File: config.mk
export PLATFORM = sky130hd
export DESIGN_NAME = vws_video_serializer
export DESIGN_NICKNAME = d
export VERILOG_FILES = /design/src/logic/vws_pkg.sv /design/src/logic/vws_video_serializer.sv /design/src/logic/vws_shifter.sv
export SDC_FILE = /design/constraint.sdc
export NUM_CORES = 1
export LEC_CHECK = 0
export BUFFER_PORTS_ARGS = -buffer_cell sky130_fd_sc_hd__clkbuf_2
export CORE_MARGIN = 1.5
export CORE_UTILIZATION = 35
export CTS_BUF_LIST = sky130_fd_sc_hd__clkbuf_4 sky130_fd_sc_hd__clkbuf_8
export CTS_CLUSTER_DIAMETER = 50
export CTS_CLUSTER_SIZE = 25
export DETAILED_ROUTE_END_ITERATION = 10
export SKIP_LAST_GASP = 1
export SLEW_MARGIN = 20
export SYNTH_ARGS = -nofsm -noshare
export SYNTH_HDL_FRONTEND = slang
export SYNTH_SLANG_ARGS = --single-unit
export TNS_END_PERCENT = 20
File: constraint.sdc
create_clock -name clk -period 6.4 [get_ports clk]
set_input_delay 0.96 -clock clk [delete_from_list [all_inputs] [get_ports clk]]
set_output_delay 0.96 -clock clk [all_outputs]
set_load 0.05 [all_outputs]
File: src/logic/vws_pkg.sv
// Package for the video word serializer: widths, modes, reset values, carriers
package vws_pkg;
   localparam int WORD_W = 16;                 // Word width
   localparam int FIFO_DEPTH = 4;              // FIFO depth in words
   localparam int MID_TAP = 8;                 // Bit tapped for mid_word_out
   localparam int PTR_W = 2;                   // FIFO pointer width
   localparam logic [PTR_W-1:0] PTR_RESET = 2'h0; // Pointer value after reset
   localparam logic [PTR_W-1:0] PTR_ONE = 2'h1;   // Pointer step
   localparam logic [PTR_W:0] CNT_RESET = 3'h0;   // Fill count after reset
   localparam logic [PTR_W:0] CNT_ONE = 3'h1;     // Fill count step
   localparam logic [PTR_W:0] CNT_FULL = 3'h4;    // Fill count when full
   localparam logic [15:0] WORD_RESET = 16'h0000; // Word value after reset
   localparam int WR_TO_LOAD_NS = 20;          // Write to load setup, ns
   localparam int CLK_NS = 20;                 // Clock period, ns
   // Least time rounds up, never below one cycle
   localparam int WR_TO_LOAD_CYC = (WR_TO_LOAD_NS + CLK_NS - 1) / CLK_NS < 1
      ? 1 : (WR_TO_LOAD_NS + CLK_NS - 1) / CLK_NS;

   // Input stage modes, one-hot
   typedef enum logic [2:0]
   {
      VWS_MODE_FIFO   = 3'b001,
      VWS_MODE_SINGLE = 3'b010,
      VWS_MODE_TRANSP = 3'b100
   } vws_mode_e;

   // Strobes and controls from the memory side
   typedef struct packed
   {
      logic        write_strobe;
      logic        load_strobe;
      logic        load_gate;
      logic [15:0] data;
   } vws_in_s;

   // Shift register controls from the pixel side
   typedef struct packed
   {
      logic serial_in;
      logic hold;
      logic output_freeze;
      logic freeze_level;
   } vws_shift_s;
endpackage

File: src/logic/vws_video_serializer.sv
// Video word serializer: selectable input stage feeding a shift register
// Notes on behaviour
// [RL1] Power-up reset clears both FIFO pointers
// [RL2] Mode low 0, high 1 selects FIFO
// [RL3] Pointer reset keeps stored FIFO words
// [RL4] Low pulse on mode high resets pointers
// [RL5] Controller starts pointer reset with load high
// [RL6] Write edge captures word at write pointer
// [RL7] Four words held; fifth write overwrites
// [RL8] Simultaneous write and read both accepted
// [RL9] Empty FIFO read needs write-to-load setup
// [RL10] Gate low never inhibits reading
// [RL11] First clock after load edge loads word; the code loads it on the second clock
// [RL12] Words leave in first-in first-out order
// [RL13] Hold high suppresses shifting
// [RL14] Past sixteen clocks, serial input emerges
// [RL15] Both modes low: single-word edge register
// [RL16] Single-word write precedes read by setup
// [RL17] Single-word: read each word before rewriting
// [RL18] Mode low high: transparent latch bypass
// [RL19] Transparent loads live or held word
// [RL20] Gate high ignores load strobes
// [RL21] Freeze forces both outputs to level
// [RL22] Second output tapped at bit eight
// [RL23] Sixteen-bit register, serial in at top
`timescale 1ns/1ps
`default_nettype none
module vws_video_serializer #(
   parameter int WIDTH = vws_pkg::WORD_W,
   parameter int DEPTH = vws_pkg::FIFO_DEPTH
)(
   input  wire logic                clk,
   input  wire logic                rst,
   input  wire logic                ce,
   input  wire logic                mode_select_low,
   input  wire logic                mode_select_high,
   input  wire vws_pkg::vws_in_s    mem_in,
   input  wire vws_pkg::vws_shift_s shift_ctl,
   output logic                     serial_out,
   output logic                     mid_word_out,
   output vws_pkg::vws_mode_e       mode,
   output logic                     fifo_empty
);
   // Pointer arithmetic wraps on two bits, so only this geometry is served
   if (WIDTH != vws_pkg::WORD_W || DEPTH != vws_pkg::FIFO_DEPTH)
   begin : g_bad_geom
      $error("vws_video_serializer: width or depth not supported");
   end

   // Pointer width follows the package, so the wrap stays at four words
   localparam int PW = vws_pkg::PTR_W;

   // Mode decode, used for the output and the stage logic
   function automatic vws_pkg::vws_mode_e decode_mode(input logic lo,
                                                      input logic hi);
      if (lo)
         decode_mode = vws_pkg::VWS_MODE_TRANSP; // RL18
      else if (hi)
         decode_mode = vws_pkg::VWS_MODE_FIFO;   // RL2
      else
         decode_mode = vws_pkg::VWS_MODE_SINGLE; // RL15
   endfunction

   assign mode = decode_mode(mode_select_low, mode_select_high);

   // All strobes are sampled levels, so an edge is seen one clock after
   // the pin moves; this costs a cycle of latency but keeps the block
   // on a single clock with no second domain to cross
   // Edge detection state for strobes
   logic wr_q;              // Previous write strobe
   logic ld_q;              // Previous load strobe
   logic msh_q;             // Previous mode select high
   logic next_wr_q;
   logic next_ld_q;
   logic next_msh_q;
   logic wr_rise;           // Write strobe rising edge
   logic ld_rise;           // Load strobe rising edge
   logic ptr_clear;         // Pointer reset request

   // FIFO storage and pointers
   logic [WIDTH-1:0] mem [DEPTH];      // Stored words, never cleared
   logic [WIDTH-1:0] next_mem [DEPTH];
   logic [PW-1:0]    wptr;             // Write position
   logic [PW-1:0]    rptr;             // Read position
   logic [PW:0]      count;            // Unread words
   logic [PW-1:0]    next_wptr;
   logic [PW-1:0]    next_rptr;
   logic [PW:0]      next_count;

   // Single-word register and transparent latch
   logic [WIDTH-1:0] word_reg;         // Edge-captured word
   logic [WIDTH-1:0] next_word_reg;
   logic [WIDTH-1:0] latch_word;       // Word held once strobe goes high
   logic [WIDTH-1:0] next_latch_word;
   logic [WIDTH-1:0] age [DEPTH];      // Cycles since each word was written
   logic [WIDTH-1:0] next_age [DEPTH];

   // Pending load: edge seen, waits for the next pixel clock
   logic             load_pend;
   logic             next_load_pend;
   logic             do_load;          // Shift register loads this cycle
   logic [WIDTH-1:0] load_word;        // Word presented to shift register
   logic             pop;              // FIFO read this cycle
   logic             push;             // FIFO write this cycle

   assign wr_rise   = mem_in.write_strobe & ~wr_q;
   assign ld_rise   = mem_in.load_strobe & ~ld_q;
   // Falling mode-high in FIFO mode; caller starts it with load high  RL5
   assign ptr_clear = msh_q & ~mode_select_high & ~mode_select_low; // RL4

   // Strobe history
   // Mode-high history resets low, so a pin held low at release
   // cannot look like a falling edge and clear the pointers
   always_comb
   begin
      next_wr_q  = mem_in.write_strobe;
      next_ld_q  = mem_in.load_strobe;
      next_msh_q = mode_select_high;
   end

   always_ff @(posedge clk)
   begin
      if (rst)
      begin
         wr_q  <= 1'b0;
         ld_q  <= 1'b0;
         msh_q <= 1'b0;
      end
      else if (ce)
      begin
         wr_q  <= next_wr_q;
         ld_q  <= next_ld_q;
         msh_q <= next_msh_q;
      end
   end

   // Load request: a load edge arms, next clock loads; gate high drops it
   // A gated edge is lost for good, it is not replayed when the gate drops
   always_comb
   begin
      next_load_pend = load_pend;
      do_load        = 1'b0;
      if (load_pend)
      begin
         do_load        = 1'b1; // RL11
         next_load_pend = 1'b0;
      end
      if (ld_rise && !mem_in.load_gate) // RL20 RL10
         next_load_pend = 1'b1;
   end

   always_ff @(posedge clk)
   begin
      if (rst)
         load_pend <= 1'b0;
      else if (ce)
         load_pend <= next_load_pend;
   end

   // A word written too recently is not yet visible to an empty FIFO read
   // Age saturates, so a word left unread for long stays readable
   assign pop  = do_load && (mode == vws_pkg::VWS_MODE_FIFO)
                 && (count != vws_pkg::CNT_RESET)
                 && (int'(age[rptr]) >= vws_pkg::WR_TO_LOAD_CYC); // RL9
   assign push = wr_rise && (mode == vws_pkg::VWS_MODE_FIFO);

   // FIFO next state: write and read in one cycle both happen
   always_comb
   begin
      next_wptr  = wptr;
      next_rptr  = rptr;
      next_count = count;
      for (int i = 0; i < DEPTH; i++)
      begin
         next_mem[i] = mem[i];
         next_age[i] = (age[i] == '1) ? age[i] : age[i] + 1'b1;
      end
      if (push)
      begin
         next_mem[wptr] = mem_in.data;     // RL6
         next_age[wptr] = '0;
         next_wptr      = wptr + vws_pkg::PTR_ONE;
      end
      if (pop)
         next_rptr = rptr + vws_pkg::PTR_ONE; // RL12
      // Count tracks unread words; overflow overwrites oldest  RL7
      unique case ({push, pop})
         2'b10:
         begin
            if (count == vws_pkg::CNT_FULL)
               next_rptr = rptr + vws_pkg::PTR_ONE;
            else
               next_count = count + vws_pkg::CNT_ONE;
         end
         2'b01:   next_count = count - vws_pkg::CNT_ONE;
         default: next_count = count; // RL8
      endcase
      // Clear wins over a write in the same cycle; the controller keeps
      // writes away by starting the clear with the load strobe high
      if (ptr_clear)
      begin
         // Pointers only; stored words stay as they are  RL3
         next_wptr  = vws_pkg::PTR_RESET; // RL4
         next_rptr  = vws_pkg::PTR_RESET;
         next_count = vws_pkg::CNT_RESET;
      end
   end

   // Reset clears pointers only, whatever the mode
   always_ff @(posedge clk)
   begin
      if (rst)
      begin
         wptr  <= vws_pkg::PTR_RESET; // RL1
         rptr  <= vws_pkg::PTR_RESET;
         count <= vws_pkg::CNT_RESET;
      end
      else if (ce)
      begin
         wptr  <= next_wptr;
         rptr  <= next_rptr;
         count <= next_count;
      end
   end

   // Word storage has no reset: a pointer reset leaves stale words
   // Skipping it saves a wide reset fan-out; an unwritten word reads
   // as unknown in simulation until it is first written
   always_ff @(posedge clk)
   begin
      if (ce)
         for (int i = 0; i < DEPTH; i++)
         begin
            mem[i] <= next_mem[i];
            age[i] <= next_age[i];
         end
   end

   // Single-word register and transparent latch capture
   // The edge register moves only on a write edge; the latch follows
   // the bus in every cycle in which the strobe is sampled low
   always_comb
   begin
      next_word_reg   = word_reg;
      next_latch_word = latch_word;
      if (wr_rise)
         next_word_reg = mem_in.data; // RL15
      if (!mem_in.write_strobe)
         next_latch_word = mem_in.data; // RL18
   end

   always_ff @(posedge clk)
   begin
      if (rst)
      begin
         word_reg   <= vws_pkg::WORD_RESET;
         latch_word <= vws_pkg::WORD_RESET;
      end
      else if (ce)
      begin
         word_reg   <= next_word_reg;
         latch_word <= next_latch_word;
      end
   end

   // Word chosen for the load; empty or too-new FIFO gives the old word
   always_comb
   begin
      unique case (mode)
         vws_pkg::VWS_MODE_FIFO:
            load_word = pop ? mem[rptr]
                            : mem[rptr - vws_pkg::PTR_ONE]; // RL9
         vws_pkg::VWS_MODE_SINGLE:
            load_word = word_reg; // RL16 RL17
         vws_pkg::VWS_MODE_TRANSP:
            // Live data while strobe low, else the held word
            load_word = mem_in.write_strobe ? latch_word
                                            : mem_in.data; // RL19
         // Covers codes that the mode decode never produces
         default:
            load_word = word_reg;
      endcase
   end

   // Empty flag comes from registered state, so it never glitches
   assign fifo_empty = (count == vws_pkg::CNT_RESET);

   // Shift register and output taps
   vws_shifter #(
      .WIDTH (WIDTH),
      .TAP   (vws_pkg::MID_TAP)
   ) vws_shifter_inst (
      .clk          (clk),
      .rst          (rst),
      .ce           (ce),
      .load         (do_load),
      .load_word    (load_word),
      .ctl          (shift_ctl),
      .serial_out   (serial_out),
      .mid_word_out (mid_word_out)
   );
endmodule
`default_nettype wire

File: src/logic/vws_shifter.sv
// Shift register with parallel load, hold, freeze and two serial taps
`timescale 1ns/1ps
`default_nettype none
module vws_shifter #(
   parameter int WIDTH = vws_pkg::WORD_W,
   parameter int TAP   = vws_pkg::MID_TAP
)(
   input  wire logic              clk,
   input  wire logic              rst,
   input  wire logic              ce,
   input  wire logic              load,
   input  wire logic [WIDTH-1:0]  load_word,
   input  wire vws_pkg::vws_shift_s ctl,
   output logic                   serial_out,
   output logic                   mid_word_out
);
   // Tap must lie inside the word
   if (TAP >= WIDTH || TAP < 1)
   begin : g_bad_tap
      $error("vws_shifter: tap outside word");
   end

   logic [WIDTH-1:0] shreg;       // Shift register bits
   logic [WIDTH-1:0] next_shreg;  // Next shift register bits

   // Load wins; otherwise shift toward bit zero unless held
   always_comb
   begin
      next_shreg = shreg;
      if (load)
      begin
         next_shreg = load_word; // RL11
      end
      else if (!ctl.hold)
      begin
         // Serial input enters the top bit, so cascades keep going
         next_shreg = {ctl.serial_in, shreg[WIDTH-1:1]}; // RL23 RL14
      end
      // Hold leaves the word unchanged, output stays put  RL13
   end

   // Register only
   always_ff @(posedge clk)
   begin
      if (rst)
         shreg <= '0;
      else if (ce)
         shreg <= next_shreg;
   end

   // Freeze forces both taps while internal bits keep shifting
   assign serial_out   = ctl.output_freeze ? ctl.freeze_level : shreg[0]; // RL21
   assign mid_word_out = ctl.output_freeze ? ctl.freeze_level
                                           : shreg[TAP]; // RL22
endmodule
`default_nettype wire

==> impl_metrics.py <==
metrics = {
    "outcome": {
        "status": "finished, final reports clean",
    },
    "worst_hold_path": {
        "hold_class": "register to register",
    },
    "global_routing": {
        "grtUsageTotal_pct": 15.9,
        "grt_pass1_wl_mm": 35.4,
        "grt_pass1_vias": 6471,
        "grt_max_degree": 62,
        "grt-ovfl-total": 0,
        "antenna_found_initial": 0,
    },
    "timing": {
        "slew_headroom_pct": 25.8,
        "setup_viol": 0,
        "max_freq_ghz": 0.265,
        "finalMaxSlewViolations": 0,
        "finalSetupTns_ns": 0,
        "tightest_slew_ns": 1.11,
        "final.min_clock_period_ns": 3.77,
        "rsz0062_at_grt": "false",
        "fin_crit_sh_pct": 59.0,
        "hold_violations": 0,
        "skew_ns": 0.0176,
    },
    "synth": {
        "synth-xor-area-share_pct": 4.11,
        "syn_nets": 904,
        "avgSynthCellArea_um2": 11.1,
        "netlist_area_um2": 9580,
        "synth_edf_count": 128,
        "yosysTopAreaCell": "edfxtp_1",
        "synthTopCellsByArea": "edfxtp_1 40%, dfxtp_1 13%, mux4_2 7.5%",
        "synthAdderAreaFrac_pct": 1.17,
        "synth_compound_area_share_pct": 9.13,
        "ys_seq_elements": 189,
        "synthFlopType": "edfxtp_1",
        "yosys.area_share.simple_pct": 17.8,
        "ys_types": 53,
        "yosys_warnings": 0,
        "postSynthCellCount": 867,
        "synth_top_family_by_area": "simple AND/OR/NAND/NOR gates",
        "synthArstFlopShare_pct": 0,
        "ys_seq_area_share_pct": 52.8,
        "synthMuxAreaShare_pct": 12.2,
        "synth.top_cell.area_share_pct": 40.1,
        "synth_common_cells": "128 x edfxtp_1, 128 x nand2_1, 74 x nor2_1",
    },
    "detailed_routing": {
        "drcViolationCount": 0,
        "antenna_left": 0,
        "post_drt_via_cell_ratio": 5.49,
        "wl_per_cell_um": 17.8,
        "routed_wl_mm": 21.9,
        "dr.pass1.iters": 5,
        "num_vias": 6747,
        "drt_iter0_markers": 553,
    },
    "finish": {
        "multi_input_area_um2": 4280,
        "layout.cells.non_filler": 1229,
        "fillers": 2602,
        "fin_nets": 912,
        "final_cell_area_um2": 10500,
        "layout-drive-gt1-share_pct": 15.1,
        "seqCellArea_um2": 5070,
        "largest_registers": "age: 64 flops, mem: 64 flops",
        "n_antenna_cell": 0,
        "fin_util_pct": 38.8,
        "areaGrowthSynthToFinish_pct": 9.07,
    },
    "setup_path": {
        "startpoint_type": "register",
        "crit_path_max_fanout": 26,
        "required_ns": 6.79,
        "crit_arrival_ns": 4.17,
        "endpoint_kind": "register",
        "worstSetupPathType": "register to register",
    },
    "clock_tree": {
        "cts_resized": 0,
        "clk_pin_slew_ns": 0.10,
        "cts_buffers": 17,
        "clock-root-buffer": "clkbuf_8",
        "cts_tree": "done",
        "cts_hold_buffers": 0,
        "clock_sinks": 189,
        "ctsLongestPathBuffers": 2,
        "cts_max_level": 4,
        "post-cts-setup-buffers": 0,
        "clock_latency_ns": 0.48,
    },
    "place": {
        "placed_cells": 1197,
        "place_area_um2": 10000,
        "gp_congestion": 0.787,
        "portBuffers": 33,
        "dpl.hpwl_mm": 13.9,
    },
    "die": {
        "core_region_area_um2": 27000,
        "die_y_um": 168,
        "start_util_pct": 35.6,
        "rows": 60,
        "io_pins": 34,
        "dieArea_um2": 28400,
        "die_w_um": 168,
    },
    "power_and_ir_drop": {
        "power_w": 0.00245,
        "power_per_cell_area_nw_per_um2": 234,
        "pwr-share-comb_pct": 8.2,
        "peakVddDrop_mv": 0.125,
        "intPower_w": 0.00180,
        "pwr-share-seq_pct": 57.4,
        "clkPwrFrac_pct": 34.4,
        "power.net_switching_w": 0.000648,
        "power.leakage_nw": 3.43,
        "sw_frac_of_total_pct": 26.4,
    },
    "job": {
        "cap_violations": 0,
    },
}
[area by class of cell]
| cell class | instances | area share, % |
|---|---|---|
| sequential | 189 | 48.5 |
| multi-input combinational | 614 | 40.9 |
| tap | 341 | 4.08 |
| clock buffer | 18 | 2.31 |
| timing repair buffer | 40 | 2.11 |
| clock inverter | 14 | 1.63 |
| inverter | 13 | 0.467 |
[placed cells by master (no fill, tap or decap), drive strengths merged, types with 7 or more instances in the layout]
cell and count:
xor2 28, and2 8, nand4 8, mux2i 8, nand3 37, and3 23, a21oi 48, nor3 28
xnor2 17, a211oi 25, a31oi 21, buf 8, clkbuf 50, inv 21, a221oi 16, nor2 74
mux2 33, edfxtp 128, nor4 16, o21ai 10, mux4 32, dfxtp 61, nand2 128, nor3b 7
ha 9
[per-stage QoR]
stage          setup WS (ns)  hold WS [ns]
2_1_floorplan           2.90         0.433
3_3_place_gp            2.47         0.440
3_5_place_dp            2.37         0.445
4_1_cts                 2.60         0.460
5_1_grt                 2.35         0.480
6_report                2.63         0.460
[critical path, cell delays in order (launching register included)]
cell and delay [ns]:
dfxtp_2 0.91, or3b_1 0.41, nor4_1 0.19, o221ai_1 0.21, a2bb2oi_4 0.75, nor2_1 0.12
xor2_1 0.17, ha_1 0.20, nor2_1 0.06, or3_1 0.31, a31o_1 0.21, a21oi_1 0.16
[final timing paths]
path	slack, ns	startpoint	endpoint	cells after the start
max	2.63	register	count[2]	11
min	0.46	word_reg[14]	word_reg[14]	2
max reg2reg	2.63	register	count[2]	11
min reg2reg	0.46	word_reg[14]	word_reg[14]	2
[power groups by stage]
stage | registers [W] | clock network, W | logic (W)
6_report | 0.00141 | 0.000842 | 0.000202
3_3_place_gp | 0.00143 | 0 | 0.000198
4_1_cts | 0.00141 | 0.000866 | 0.000203
5_1_grt | 0.00141 | 0.000911 | 0.000226
2_1_floorplan | 0.00142 | 0 | 0.000140
3_5_place_dp | 0.00143 | 0 | 0.000202
[routing by layer]
| metal | global-route usage, % | vias up | wire [um] |
|---|---|---|---|
| li1 | - | 3274 | - |
| met1 | 20.7 | 3334 | 10100 |
| met2 | 27.3 | 122 | 10800 |
| met3 | 2.64 | 17 | 735 |
| met4 | 4.70 | 0 | 292 |
| met5 | 0 | - | 0 |
[cell families after synthesis]
kind of cell,Yosys count
adder cells (fa/ha/maj),9
multiplexers,73
flip-flops,189
buffers and inverters,64
AO/OA/AOI/OAI,133
AND/OR/NAND/NOR,354
XOR/XNOR,45
(Power assumes the default switching activity.)
